`config.mk`:
```
export PLATFORM = sky130hd
export DESIGN_NAME = ndca_adapter
export DESIGN_NICKNAME = d
export VERILOG_FILES = /design/src/rtl/ndca_pkg.sv /design/src/rtl/ndca_ack_if.sv /design/src/rtl/ndca_ack_handler.sv /design/src/rtl/ndca_adapter.sv
export SDC_FILE = /design/constraint.sdc
export NUM_CORES = 1
export LEC_CHECK = 0
export BUFFER_PORTS_ARGS = -buffer_cell sky130_fd_sc_hd__clkbuf_2
export CORE_MARGIN = 1.5
export CORE_UTILIZATION = 50
export CTS_BUF_LIST = sky130_fd_sc_hd__clkbuf_8
export DETAILED_ROUTE_END_ITERATION = 12
export GPL_TIMING_DRIVEN = 1
export PLACE_DENSITY = 0.8
export REMOVE_ABC_BUFFERS = 1
export SLEW_MARGIN = 20
export SYNTH_ARGS = -nofsm -noshare
export SYNTH_HDL_FRONTEND = slang
export SYNTH_SLANG_ARGS = --single-unit
```
`constraint.sdc`:
```
create_clock -name clk -period 3.2 [get_ports clk]
set_input_delay 0 -clock clk [delete_from_list [all_inputs] [get_ports clk]]
set_output_delay 0 -clock clk [all_outputs]
set_load 0.005 [all_outputs]
```
`src/rtl/ndca_pkg.sv`:
```
package ndca_pkg;

  // ----------------------------------------------------------------
  // Object classes and attribute numbers
  // ----------------------------------------------------------------
  localparam logic [7:0] CLASS_SUPERVISOR   = 8'h29;
  localparam logic [7:0] CLASS_DRIVE        = 8'h2A;
  localparam logic [7:0] CLASS_ACK_HANDLER  = 8'h2B;
  localparam logic [7:0] CLASS_APPLICATION  = 8'h70;
  localparam logic [15:0] OBJ_INSTANCE_ONE  = 16'h0001;

  localparam logic [7:0] ATTR_FWD_RUN       = 8'h03;
  localparam logic [7:0] ATTR_REV_RUN       = 8'h04;
  localparam logic [7:0] ATTR_CTRL_SEL      = 8'h05;
  localparam logic [7:0] ATTR_CTRL_STATUS   = 8'h0F;

  localparam logic [7:0] ATTR_AT_SPEED      = 8'h03;
  localparam logic [7:0] ATTR_SPEED_SEL     = 8'h04;
  localparam logic [7:0] ATTR_DRIVE_MODE    = 8'h06;
  localparam logic [7:0] ATTR_MEASURED_RPM  = 8'h07;
  localparam logic [7:0] ATTR_TARGET_RPM    = 8'h08;
  localparam logic [7:0] ATTR_SPEED_STATUS  = 8'h1D;

  localparam logic [7:0] ATTR_ACK_WAIT      = 8'h01;
  localparam logic [7:0] ATTR_RETRY_LIMIT   = 8'h02;
  localparam logic [7:0] ATTR_PRODUCER_INST = 8'h03;

  // ----------------------------------------------------------------
  // Control word commands, status decoding, parameter codes
  // ----------------------------------------------------------------
  localparam logic [3:0] CMD_SHUTDOWN       = 4'h6;
  localparam logic [3:0] CMD_DISABLE_OP     = 4'h7;
  localparam logic [3:0] CMD_ENABLE_OP      = 4'hF;
  localparam int         CMD_WIDTH          = 4;

  localparam logic [15:0] STATUS_STATE_MASK = 16'h006F;
  localparam logic [15:0] STATUS_OP_ENABLED = 16'h0027;
  localparam int          STATUS_AT_SPEED_BIT = 10;

  localparam logic [7:0] PARAM_CODE_GET     = 8'h40;
  localparam logic [7:0] PARAM_CODE_SET     = 8'h2B;

  // ----------------------------------------------------------------
  // Reset values and timing
  // ----------------------------------------------------------------
  localparam logic [7:0]  DRIVE_MODE_VALUE  = 8'h00;
  localparam logic [15:0] ACK_WAIT_RESET    = 16'h0010;
  localparam logic [7:0]  RETRY_LIMIT_RESET = 8'h01;
  localparam logic [15:0] PRODUCER_INSTANCE = 16'h0004;

  localparam int CLK_PERIOD_NS              = 10;
  localparam int ACK_TICK_NS                = 1000000;
  localparam int ACK_TICK_CYCLES            = ACK_TICK_NS / CLK_PERIOD_NS;

endpackage : ndca_pkg

```
`src/rtl/ndca_ack_if.sv`:
```
`timescale 1ns/1ps
interface ndca_ack_if;
  logic [15:0] wait_ms;
  logic [7:0]  retry_limit;
  logic        sent;
  logic        ack;
  logic        resend;
  logic        limit_evt;

  modport cfg (
    output wait_ms,
    output retry_limit,
    output sent,
    output ack,
    input  resend,
    input  limit_evt
  );

  modport handler (
    input  wait_ms,
    input  retry_limit,
    input  sent,
    input  ack,
    output resend,
    output limit_evt
  );
endinterface : ndca_ack_if

```
`src/rtl/ndca_ack_handler.sv`:
```
`timescale 1ns/1ps
module ndca_ack_handler #(
  parameter int CYC_PER_MS = ndca_pkg::ACK_TICK_CYCLES
) (
  input wire logic   clk,
  input wire logic   rst,
  ndca_ack_if.handler ah
);

  logic        waiting;
  logic [31:0] tick_cnt;
  logic [15:0] ms_cnt;
  logic [7:0]  timeouts;
  logic        tick;
  logic        expired;

  assign tick    = waiting && (tick_cnt == 32'(CYC_PER_MS - 1));
  assign expired = tick && (ms_cnt + 16'h0001 >= ah.wait_ms);

  // ----------------------------------------------------------------
  // Acknowledge wait timer
  // ----------------------------------------------------------------
  always_ff @(posedge clk) begin
    if (rst || !waiting || tick) begin
      tick_cnt <= 32'h0000_0000;
    end else begin
      tick_cnt <= tick_cnt + 32'h0000_0001;
    end
  end

  always_ff @(posedge clk) begin
    if (rst || ah.sent || ah.ack || expired) begin
      ms_cnt <= 16'h0000;
    end else if (tick) begin
      ms_cnt <= ms_cnt + 16'h0001;
    end
  end

  // ----------------------------------------------------------------
  // Retry counting
  // ----------------------------------------------------------------
  always_ff @(posedge clk) begin
    if (rst) begin
      waiting   <= 1'b0;
      timeouts  <= 8'h00;
      ah.resend <= 1'b0;
      ah.limit_evt <= 1'b0;
    end else begin
      ah.resend    <= 1'b0;
      ah.limit_evt <= 1'b0;
      if (ah.ack) begin
        waiting  <= 1'b0;
        timeouts <= 8'h00;
      end else if (ah.sent) begin
        waiting <= 1'b1;
      end else if (expired) begin
        if (timeouts + 8'h01 >= ah.retry_limit) begin
          ah.limit_evt <= 1'b1;
          waiting      <= 1'b0;
          timeouts     <= 8'h00;
        end else begin
          ah.resend <= 1'b1;
          timeouts  <= timeouts + 8'h01;
        end
      end
    end
  end
endmodule : ndca_ack_handler

```
`src/rtl/ndca_adapter.sv`:
```
`timescale 1ns/1ps
module ndca_adapter #(
  parameter int CYC_PER_MS = ndca_pkg::ACK_TICK_CYCLES
) (
  input  wire logic        clk,
  input  wire logic        rst,
  input  wire logic        req_valid,
  input  wire logic        req_set,
  input  wire logic [7:0]  req_class,
  input  wire logic [15:0] req_instance,
  input  wire logic [7:0]  req_attr,
  input  wire logic [15:0] req_wdata,
  output logic             rsp_valid,
  output logic             rsp_error,
  output logic [15:0]      rsp_rdata,
  input  wire logic        local_fwd_pin,
  input  wire logic        local_rev_pin,
  input  wire logic [15:0] local_rpm,
  input  wire logic [15:0] drive_status_word,
  input  wire logic [15:0] drive_measured_rpm,
  input  wire logic [11:0] control_word_upper,
  output logic [15:0]      control_word,
  output logic [15:0]      speed_reference,
  output logic             param_req_valid,
  output logic [7:0]       param_req_code,
  output logic [15:0]      param_index,
  output logic [7:0]       param_subindex,
  output logic [15:0]      param_wdata,
  input  wire logic        param_done,
  input  wire logic        param_error,
  input  wire logic [15:0] param_rdata,
  input  wire logic        io_frame_sent,
  input  wire logic        io_ack_received,
  output logic             io_resend,
  output logic             io_retry_limit,
  output logic [15:0]      ack_event_instance
);

  // ----------------------------------------------------------------
  // Attribute storage and run state
  // ----------------------------------------------------------------
  logic        net_fwd;
  logic        net_rev;
  logic        ctrl_sel;
  logic        speed_sel;
  logic        speed_status;
  logic [15:0] target_rpm;
  logic [15:0] ack_wait_time;
  logic [7:0]  ack_retry_limit;
  logic        eff_fwd;
  logic        eff_rev;
  logic [3:0]  cmd;
  logic        rev_dir;
  logic        fwd_s1;
  logic        fwd_s2;
  logic        rev_s1;
  logic        rev_s2;
  logic        param_busy;
  logic        op_enabled;
  logic        wr_any;
  logic        wr_sup;
  logic        wr_drv;
  logic        wr_ack;
  logic        app_hit;
  logic        next_net_fwd;
  logic        next_net_rev;
  logic        next_fwd;
  logic        next_rev;
  logic [3:0]  next_cmd;
  logic        next_rev_dir;
  logic [15:0] rd_data;
  logic        rd_error;
  logic [15:0] sel_rpm;

  ndca_ack_if ack_bus ();

  assign op_enabled = (drive_status_word & ndca_pkg::STATUS_STATE_MASK)
                      == ndca_pkg::STATUS_OP_ENABLED;
  assign wr_any  = req_valid && req_set && !param_busy
                   && req_instance == ndca_pkg::OBJ_INSTANCE_ONE;
  assign wr_sup  = wr_any && req_class == ndca_pkg::CLASS_SUPERVISOR;
  assign wr_drv  = wr_any && req_class == ndca_pkg::CLASS_DRIVE;
  assign wr_ack  = wr_any && req_class == ndca_pkg::CLASS_ACK_HANDLER;
  assign app_hit = req_valid && !param_busy && req_class == ndca_pkg::CLASS_APPLICATION;

  // ----------------------------------------------------------------
  // Local run switches, two-stage synchroniser
  // ----------------------------------------------------------------
  always_ff @(posedge clk) begin
    if (rst) begin
      fwd_s1 <= 1'b0;
      fwd_s2 <= 1'b0;
      rev_s1 <= 1'b0;
      rev_s2 <= 1'b0;
    end else begin
      fwd_s1 <= local_fwd_pin;
      fwd_s2 <= fwd_s1;
      rev_s1 <= local_rev_pin;
      rev_s2 <= rev_s1;
    end
  end

  // ----------------------------------------------------------------
  // Writable attributes
  // ----------------------------------------------------------------
  assign next_net_fwd = (wr_sup && req_attr == ndca_pkg::ATTR_FWD_RUN) ? req_wdata[0] : net_fwd;
  assign next_net_rev = (wr_sup && req_attr == ndca_pkg::ATTR_REV_RUN) ? req_wdata[0] : net_rev;

  always_ff @(posedge clk) begin
    if (rst) begin
      net_fwd  <= 1'b0;
      net_rev  <= 1'b0;
      ctrl_sel <= 1'b0;
    end else begin
      net_fwd <= next_net_fwd;
      net_rev <= next_net_rev;
      if (wr_sup && req_attr == ndca_pkg::ATTR_CTRL_SEL) begin
        ctrl_sel <= req_wdata[0];
      end
    end
  end

  always_ff @(posedge clk) begin
    if (rst) begin
      speed_sel    <= 1'b0;
      speed_status <= 1'b0;
      target_rpm   <= 16'h0000;
    end else begin
      speed_status <= speed_sel;
      if (wr_drv && req_attr == ndca_pkg::ATTR_SPEED_SEL) begin
        speed_sel <= req_wdata[0];
      end
      if (wr_drv && req_attr == ndca_pkg::ATTR_TARGET_RPM) begin
        target_rpm <= req_wdata;
      end
    end
  end

  always_ff @(posedge clk) begin
    if (rst) begin
      ack_wait_time   <= ndca_pkg::ACK_WAIT_RESET;
      ack_retry_limit <= ndca_pkg::RETRY_LIMIT_RESET;
    end else begin
      if (wr_ack && req_attr == ndca_pkg::ATTR_ACK_WAIT) begin
        ack_wait_time <= req_wdata;
      end
      if (wr_ack && req_attr == ndca_pkg::ATTR_RETRY_LIMIT) begin
        ack_retry_limit <= req_wdata[7:0];
      end
    end
  end

  // ----------------------------------------------------------------
  // Run and stop event decoding
  // ----------------------------------------------------------------
  always_comb begin
    next_fwd     = ctrl_sel ? next_net_fwd : fwd_s2;
    next_rev     = ctrl_sel ? next_net_rev : rev_s2;
    next_cmd     = cmd;
    next_rev_dir = rev_dir;
    if (!next_fwd && !next_rev) begin
      next_cmd = op_enabled ? ndca_pkg::CMD_DISABLE_OP : ndca_pkg::CMD_SHUTDOWN;
    end else if (next_fwd && !next_rev && (!eff_fwd || eff_rev)) begin
      next_cmd     = ndca_pkg::CMD_ENABLE_OP;
      next_rev_dir = 1'b0;
    end else if (!next_fwd && next_rev && (!eff_rev || eff_fwd)) begin
      next_cmd     = ndca_pkg::CMD_ENABLE_OP;
      next_rev_dir = 1'b1;
    end
  end

  always_ff @(posedge clk) begin
    if (rst) begin
      eff_fwd <= 1'b0;
      eff_rev <= 1'b0;
      cmd     <= ndca_pkg::CMD_SHUTDOWN;
      rev_dir <= 1'b0;
    end else begin
      eff_fwd <= next_fwd;
      eff_rev <= next_rev;
      cmd     <= next_cmd;
      rev_dir <= next_rev_dir;
    end
  end

  // ----------------------------------------------------------------
  // Control word and speed reference
  // ----------------------------------------------------------------
  assign sel_rpm = speed_sel ? target_rpm : local_rpm;

  always_ff @(posedge clk) begin
    if (rst) begin
      control_word    <= {12'h000, ndca_pkg::CMD_SHUTDOWN};
      speed_reference <= 16'h0000;
    end else begin
      control_word    <= {control_word_upper, cmd};
      speed_reference <= rev_dir ? 16'(-sel_rpm) : sel_rpm;
    end
  end

  // ----------------------------------------------------------------
  // Attribute reads
  // ----------------------------------------------------------------
  always_comb begin
    rd_data  = 16'h0000;
    rd_error = 1'b0;
    if (req_instance != ndca_pkg::OBJ_INSTANCE_ONE) begin
      rd_error = 1'b1;
    end else if (req_class == ndca_pkg::CLASS_SUPERVISOR) begin
      case (req_attr)
        ndca_pkg::ATTR_FWD_RUN:     rd_data = {15'h0000, net_fwd};
        ndca_pkg::ATTR_REV_RUN:     rd_data = {15'h0000, net_rev};
        ndca_pkg::ATTR_CTRL_SEL:    rd_data = {15'h0000, ctrl_sel};
        ndca_pkg::ATTR_CTRL_STATUS: rd_data = {15'h0000, ctrl_sel};
        default:                    rd_error = 1'b1;
      endcase
      if (req_set && req_attr == ndca_pkg::ATTR_CTRL_STATUS) begin
        rd_error = 1'b1;
      end
    end else if (req_class == ndca_pkg::CLASS_DRIVE) begin
      case (req_attr)
        ndca_pkg::ATTR_AT_SPEED:     rd_data = {15'h0000, drive_status_word[ndca_pkg::STATUS_AT_SPEED_BIT]};
        ndca_pkg::ATTR_SPEED_SEL:    rd_data = {15'h0000, speed_sel};
        ndca_pkg::ATTR_DRIVE_MODE:   rd_data = {8'h00, ndca_pkg::DRIVE_MODE_VALUE};
        ndca_pkg::ATTR_MEASURED_RPM: rd_data = drive_measured_rpm;
        ndca_pkg::ATTR_TARGET_RPM:   rd_data = target_rpm;
        ndca_pkg::ATTR_SPEED_STATUS: rd_data = {15'h0000, speed_status};
        default:                     rd_error = 1'b1;
      endcase
      if (req_set && req_attr != ndca_pkg::ATTR_SPEED_SEL
          && req_attr != ndca_pkg::ATTR_TARGET_RPM) begin
        rd_error = 1'b1;
      end
    end else if (req_class == ndca_pkg::CLASS_ACK_HANDLER) begin
      case (req_attr)
        ndca_pkg::ATTR_ACK_WAIT:      rd_data = ack_wait_time;
        ndca_pkg::ATTR_RETRY_LIMIT:   rd_data = {8'h00, ack_retry_limit};
        ndca_pkg::ATTR_PRODUCER_INST: rd_data = ndca_pkg::PRODUCER_INSTANCE;
        default:                      rd_error = 1'b1;
      endcase
      if (req_set && req_attr == ndca_pkg::ATTR_PRODUCER_INST) begin
        rd_error = 1'b1;
      end
    end else begin
      rd_error = 1'b1;
    end
  end

  // ----------------------------------------------------------------
  // Parameter request translation and answers
  // ----------------------------------------------------------------
  always_ff @(posedge clk) begin
    if (rst) begin
      param_req_valid <= 1'b0;
      param_req_code  <= 8'h00;
      param_index     <= 16'h0000;
      param_subindex  <= 8'h00;
      param_wdata     <= 16'h0000;
      param_busy      <= 1'b0;
    end else begin
      param_req_valid <= app_hit;
      if (app_hit) begin
        param_req_code <= req_set ? ndca_pkg::PARAM_CODE_SET : ndca_pkg::PARAM_CODE_GET;
        param_index    <= req_instance;
        param_subindex <= req_attr;
        param_wdata    <= req_wdata;
        param_busy     <= 1'b1;
      end else if (param_done) begin
        param_busy <= 1'b0;
      end
    end
  end

  always_ff @(posedge clk) begin
    if (rst) begin
      rsp_valid <= 1'b0;
      rsp_error <= 1'b0;
      rsp_rdata <= 16'h0000;
    end else begin
      rsp_valid <= 1'b0;
      rsp_error <= 1'b0;
      if (param_busy && param_done) begin
        rsp_valid <= 1'b1;
        rsp_error <= param_error;
        rsp_rdata <= param_rdata;
      end else if (req_valid && param_busy) begin
        rsp_valid <= 1'b1;
        rsp_error <= 1'b1;
      end else if (req_valid && !app_hit) begin
        rsp_valid <= 1'b1;
        rsp_error <= rd_error;
        rsp_rdata <= rd_data;
      end
    end
  end

  // ----------------------------------------------------------------
  // Acknowledge handler
  // ----------------------------------------------------------------
  assign ack_bus.wait_ms     = ack_wait_time;
  assign ack_bus.retry_limit = ack_retry_limit;
  assign ack_bus.sent        = io_frame_sent;
  assign ack_bus.ack         = io_ack_received;
  assign io_resend           = ack_bus.resend;
  assign io_retry_limit      = ack_bus.limit_evt;
  assign ack_event_instance  = ndca_pkg::PRODUCER_INSTANCE;

  ndca_ack_handler #(
    .CYC_PER_MS (CYC_PER_MS)
  ) u_ack (
    .clk (clk),
    .rst (rst),
    .ah  (ack_bus)
  );
endmodule : ndca_adapter

```
-- Word-level counts from Yosys, hierarchy flattened
Index checks and enable logic that the tools add are counted.
- add/subtract/negate cells: 4
- $lt $le $gt $ge: 2
- equal/unequal tests: 21
- mux-type cells: 47
- bitwise gates (word level): 3
- reductions and logical operators: 59
- operators by type and width (cell ; count):
    $mux W16 ; 9
    $pmux W16 S5 ; 1
    $pmux W16 S3 ; 1
    $add A32 B1 Y32 const B ; 1
    $eq A32 B17 Y1 const B ; 1
    $eq A8 B3 Y1 const B ; 4
    $mux W1 ; 30
    $logic_and A1 B1 Y1 ; 29
    $eq A8 B6 Y1 const B ; 3
    $add A16 B1 Y16 const B ; 1
    $eq A16 B1 Y1 const B ; 1
    $eq A8 B2 Y1 const B ; 2
    $eq A8 B4 Y1 const B ; 2
    $ge A16 B16 Y1 ; 1
    $ne A16 B1 Y1 const B ; 1
    $neg A16 Y16 ; 1
    $mux W4 ; 3
    $reduce_bool A2 Y1 ; 5
    $add A8 B1 Y8 const B ; 1
    $eq A8 B1 Y1 const B ; 1
    $eq A8 B5 Y1 const B ; 1
    $eq A8 B7 Y1 const B ; 1
    $ge A8 B8 Y1 ; 1
    $mux W8 ; 1
    other kinds (15) ; 34
- register bits after elaboration: 215
- input bits: 134
- output and inout bits: 117
- word-level logic and storage cells: 169

-- Longest topological paths before layout
- depth after elaboration: 13
- mapped depth: 13
- gate-level depth less buffers: 13

-- Cells and area by module
From an unflattened synthesis, not the netlist that was laid out.
- cells, all modules: 1219
- area, all modules: 10284.9 µm²
- by module, submodules not included (module ; times used ; cells each ; area each (µm²) ; seq. area each (µm²)):
    ndca_adapter ; 1 ; 798 ; 6713.9 ; 2922.8
    ndca_ack_handler ; 1 ; 421 ; 3570.9 ; 1181.1

-- Worst setup path before layout
No wires, ideal clock.
- path type: register to register
- from: register speed_sel
- to: register speed_reference[14]
- library setup time: 0.128 ns
- arrival: 3.265 ns
- data required time: 3.072 ns
- setup slack: -0.193 ns
- stages on the path, launching flop included: 13
- buffers on the path: 4
- clock period less this slack: 3.393 ns
- path through: dfxtp_1 > clkbuf_1 > clkbuf_1 > clkbuf_1 > buf_2 > mux2i_1 > ha_1 > o21ai_0 > o31ai_1 > a21boi_0 > a21boi_0 > xnor2_1 > nor2_1
- cells in the longest elaborated chain, start to end: 3
- RTL lines (item ; line ; source):
    start: declaration ; ndca_adapter.sv:45 ; logic speed_sel;
    start signal: assignment ; ndca_adapter.sv:131 ; speed_sel <= req_wdata[0];
    $mux W16 * ; ndca_adapter.sv:189 ; assign sel_rpm = speed_sel ? target_rpm : local_rpm;
    $neg A16 Y16 ; ndca_adapter.sv:197 ; speed_reference <= rev_dir ? 16'(-sel_rpm) : sel_rpm;
    $mux W16 * ; ndca_adapter.sv:197 ;
    end signal: assignment ; ndca_adapter.sv:197 ;
    end: declaration ; ndca_adapter.sv:23 ; output logic [15:0] speed_reference,
Every way passes the cells marked *; elsewhere a longest branch is shown, timed or not.
A chain may end at the register's enable or synchronous reset.

-- Final worst setup path
- from: register u_ack.ms_cnt[0]
- to: register u_ack.timeouts[4]
- cells in the longest elaborated chain, start to end: 4
- RTL lines (item ; line ; source):
    start: declaration ; ndca_ack_handler.sv:12 ; logic [15:0] ms_cnt;
    start signal: assignment ; ndca_ack_handler.sv:35 ; ms_cnt <= ms_cnt + 16'h0001;
    $add A16 B1 Y16 ; ndca_ack_handler.sv:18 ; assign expired = tick && (ms_cnt + 16'h0001 >= ah.wait_ms);
    $ge A16 B16 Y1 ; ndca_ack_handler.sv:18 ;
    $logic_and A1 B1 Y1 ; ndca_ack_handler.sv:18 ;
    $reduce_and A2 Y1 (no source line) ; -- ;
    end signal: assignment ; ndca_ack_handler.sv:63 ; timeouts <= timeouts + 8'h01;
    end: declaration ; ndca_ack_handler.sv:13 ; logic [7:0] timeouts;
No other way between the ends.

==> results.md <==
- TritonCTS created 37 clock buffers.
- The total overflow left after global routing is 0.
- The via density per instance is 5.50.
- In this run the clock root is driven by a sky130_fd_sc_hd__clkbuf_8.
- The critical path start-end classification is flip-flop to flip-flop.
- The endpoint arrival time on the critical path is 3.55 ns.
- The first-pass GRT wire length is 46.4 mm.
- The mean routed wirelength per cell is 16.6 um.
- The max-slew violation total from the final report was 0.
- In the layout the commonest cells are sky130_fd_sc_hd__nand2_1 (220), sky130_fd_sc_hd__clkbuf_2 (219), sky130_fd_sc_hd__dfxtp_1 (200).
- Max-cap violations in this run came to 0.
- The clock tree from TritonCTS is built.
- The category of the worst setup path capture point is a flip-flop.
- Row generation in the floorplan step produced a little over 50 rows.
- The mean instance size in the synthesized netlist is 8.04 sq um.
- The largest clock skew in the final design is 0.0161 ns.
- Clock-pin slew was measured on the worst setup and hold paths at 0.07 ns.
- The count of buffers added on input and output ports is 220.
- Summed over all nets, the switching power comes to 1.34 mW.
- Fill cells in the final layout number 1,566.
- The power density normalized to cell area is 434 mW/mm^2.
- Relative to the synthesized area, the layout overhead comes to 31.2%.
- The total iterations of the first detailed-routing run is 5.
- The placement-stage worst setup slack is -0.0833 ns.
- The H-tree was split into 2 levels.
- In this run, synthesis produced a sequential element count of between 200 and 250.
- The mapped cell area is ~0.01 sq mm.
- The number of cells traversed by the worst register-to-register path is 13.
- The clock latency of the later-clocked register in the worst-skew pair is 0.53 ns.
- The detail route stage leaves a number of antenna-violating nets equal to 0.
- The critical-path cell with the highest stage delay is sky130_fd_sc_hd__or4_1.
- The register area share after synthesis is 41.2%.
- The worst register-to-register path begins at u_ack.ms_cnt[0].
- The congestion estimate from routability-driven global placement came to 0.941.
- The delay of the slowest cell on the worst path is 0.46 ns.
- The internal power component is 4.34 mW.
- The violation count after the first detailed-route iteration is 715.
- Along the worst path, the maximum fanout reaches 8.
- Data on the critical path is required at its endpoint by 3.66 ns.
- The total number of clock tree sinks is 205.
- The number of nets in the final layout is 1,717.
- Synthesis produced a netlist whose cell count is 1,240.
- 251 I/O pins were placed.
- The reg-to-reg endpoint is u_ack.timeouts[4].
- Per report_power, the clock group accounts for 46.7% of the total.
- After synthesis, the share of flip-flops with an asynchronous set or reset is 0%.
- The sequential cell fraction of total power is 45.8%.
- The die is roughly 140 um wide.
- Per report_power, the combinational group accounts for 7.5% of the total.
- In this run, synthesis inferred 0 flip-flops with an integrated enable.
- The launching element type of the critical path is a flip-flop.
- The floorplan core area is 0.0195 sq mm.
- Setup repair after global routing could not meet its margin everywhere.
- IR analysis of the VDD net gives a maximum drop of about 0.37 mV.
- The total detailed-routing wirelength is 30.6 mm.
- The maximum number of pins on one net before global-route repair is 101.
- Total power for the finished layout comes to 5.68 mW.
- The HPWL after detailed placement is 20.6 mm.
- The tightest slew margin relative to the limit is a little under two fifths.
- The fraction of the cycle the final worst path needs is 96.7%.
- In this run the worst setup path begins at u_ack.ms_cnt[0].
- Across all setup checks in the final design, the least slack found is 0.105 ns.
- The fraction of final layout cells with drive strength greater than 1 is 21.3%.
- The hold violation count in the final report is 0.
- The warning count from the yosys run is 0.
- The global-route total usage across every layer is between 20% and 30%.
- The signal on the critical path passes through ha_2 -> nand3_1 -> nor3_2 -> and4_1 -> nand3_1 -> xnor2_1 -> ha_1 -> and4_4 -> and4_4 -> o31ai_1 -> buf_4 -> or4_1 -> a21oi_1.
- Yosys mapped the design onto 65 distinct sky130hd cell types.
- The number of cells on the critical path is 13.
- The full die area is 0.0208 sq mm.
- Once the floorplan was initialized, standard cells occupied 51.0% of the core.
- The kind of path behind the tightest hold check is input pin to flip-flop.
- The initial antenna violation count is 0.
- The main flop type after synthesis is sky130_fd_sc_hd__dfxtp_1.
- Together, buffers and inverters on the worst path number 1.
- The setup check on the worst reg-to-reg path leaves a slack of approximately 0.11 ns.
- The kind of cell with the highest combined delay along the critical path is simple AND/OR/NAND/NOR gates.
- The run finished with clean final reports.
- The number of design rule violations left after detail routing is 0.
- For the pin with the worst max-slew slack, the measured transition is 0.949 ns.
- After layout, the minimum clock period comes to 3.09 ns.
- The number of antenna diodes is 0.
- Setup violations remaining at the end of the flow were counted as 0.
- The routed layout has 10.2k vias.
- The critical path capture point is u_ack.timeouts[4].
- The clock passes through at most 3 buffers.
- Based on the critical path, the design can be clocked at up to 0.323 GHz.
- In this run the static leakage power is around 5.2 nW.
- In this run switching power makes up 23.6% of total power.
- The most common cell after layout, fill and taps aside is sky130_fd_sc_hd__nand2_1.
- The die is 144 um tall.
- The via count of the first global-routing pass was 9,434.
==> power by group through the flow <==
| stage | sequential (mW) | combinational, mW | clock [mW] |
|---|---|---|---|
| after floorplan | 2.66 | 0.108 | 0 |
| after global placement | 2.66 | 0.313 | 0 |
| after detailed placement | 2.66 | 0.314 | 0 |
| after CTS | 2.60 | 0.411 | 2.68 |
| after global routing | 2.60 | 0.457 | 2.81 |
| final | 2.60 | 0.424 | 2.65 |
==> per-layer routing <==
layer	global-route usage, %	wire length (um)
met1	33.1	12300
met2	49.1	14600
met3	5.17	2330
met4	14.9	1400
met5	0	0
==> cells in the mapped netlist, types with 7 or more instances <==
master                     instances  area [sq um]
sky130_fd_sc_hd__nor2_1          118           443
sky130_fd_sc_hd__a22oi_1          28           210
sky130_fd_sc_hd__buf_4            24           180
sky130_fd_sc_hd__a21oi_1         108           541
sky130_fd_sc_hd__mux2i_1          26           260
sky130_fd_sc_hd__clkbuf_1         57           214
sky130_fd_sc_hd__inv_1            31           116
sky130_fd_sc_hd__nand4_1          13          81.3
sky130_fd_sc_hd__xnor2_1          39           342
sky130_fd_sc_hd__nor4_1           12          75.1
sky130_fd_sc_hd__nor3_1           23           115
sky130_fd_sc_hd__a31oi_1          16           100
sky130_fd_sc_hd__a211oi_1          7          52.6
sky130_fd_sc_hd__o21ai_0          34           170
sky130_fd_sc_hd__nor2b_1          29           181
sky130_fd_sc_hd__o22ai_1           7          43.8
sky130_fd_sc_hd__nand3_1          46           230
sky130_fd_sc_hd__and4_1            8          70.1
sky130_fd_sc_hd__dfxtp_1         205          4100
sky130_fd_sc_hd__nand2_1         221           830
sky130_fd_sc_hd__ha_1             28           350
sky130_fd_sc_hd__or3_1             8          50.1
sky130_fd_sc_hd__xor2_1           38           333
sky130_fd_sc_hd__and3_1           13          81.3
sky130_fd_sc_hd__nand2b_1         16           100
==> stage by stage <==
step           cell area, sq um  cells  utilization [%]  hold WS [ns]  setup TNS, ns
2_1_floorplan              9590   1169                -        0.0691              0
3_3_place_gp              11300   1683             57.7         0.215              0
3_5_place_dp              11300   1683             57.7         0.212         -0.883
4_1_cts                   13000   1843             66.7      0.000734              0
5_1_grt                   13100   1845             66.9        0.0341         -0.244
6_report                  13100   1845             66.9        0.0250              0
==> logic make-up after synthesis <==
family / share of synthesized area (%)
compound gates: 13.9
buf+inv: 5.69
simple gates: 26.3
other cells: 0.0754
mux: 2.61
flops: 41.2
xor+xnor: 6.77
fa+ha+maj: 3.52
==> what timing repair did <==
action | in CTS | in global routing
cloned | 0 | 1
setup endpoints to repair | 17 | 25
hold buffers | 96 | 0
gates resized for setup | 3 | 14
buffers inserted | 0 | 1
hold endpoints to repair | 164 | 0
pin swaps | 0 | 5
==> cell type report <==
class	instances	area, sq um	share of cell area, %
Multi-Input combinational cell	934	5410	41.4
Sequential cell	205	4110	31.5
Timing Repair Buffer	346	2300	17.6
Clock buffer	46	633	4.84
Tap cell	265	332	2.54
Clock inverter	18	164	1.25
Inverter	31	116	0.890
==> how the worst min path moves through the flow <==
stage	from	endpoint	slack, ns	cells past startpoint
after floorplan	rst	ack_bus.wait_ms[0]	0.07	1
after global placement	control_word_upper[1]	control_word[5]	0.21	2
after detailed placement	control_word_upper[7]	control_word[11]	0.21	2
after CTS	drive_measured_rpm[2]	rsp_rdata[2]	0.0007	5
after global routing	drive_measured_rpm[3]	rsp_rdata[3]	0.03	5
final	drive_measured_rpm[1]	rsp_rdata[1]	0.02	5
==> state kept, by name, summed over array words and instances (netlist names), 14 cells and up <==
name	count
u_ack.tick_cnt	32
ack_bus.wait_ms	16
param_index	16
param_wdata	16
rsp_rdata	16
speed_reference	16
target_rpm	16
u_ack.ms_cnt	16
control_word	14
==> worst reg2reg max path: stages, from the launching register on <==
cell and delay (ns):
sky130_fd_sc_hd__dfxtp_4 0.38, sky130_fd_sc_hd__ha_2 0.20, sky130_fd_sc_hd__nand3_1 0.13, sky130_fd_sc_hd__nor3_2 0.17
sky130_fd_sc_hd__and4_1 0.24, sky130_fd_sc_hd__nand3_1 0.14, sky130_fd_sc_hd__xnor2_1 0.17, sky130_fd_sc_hd__ha_1 0.31
sky130_fd_sc_hd__and4_4 0.25, sky130_fd_sc_hd__and4_4 0.21, sky130_fd_sc_hd__o31ai_1 0.06, sky130_fd_sc_hd__buf_4 0.17
sky130_fd_sc_hd__or4_1 0.46, sky130_fd_sc_hd__a21oi_1 0.14
Note: power is estimated with default switching activity, not from simulation.
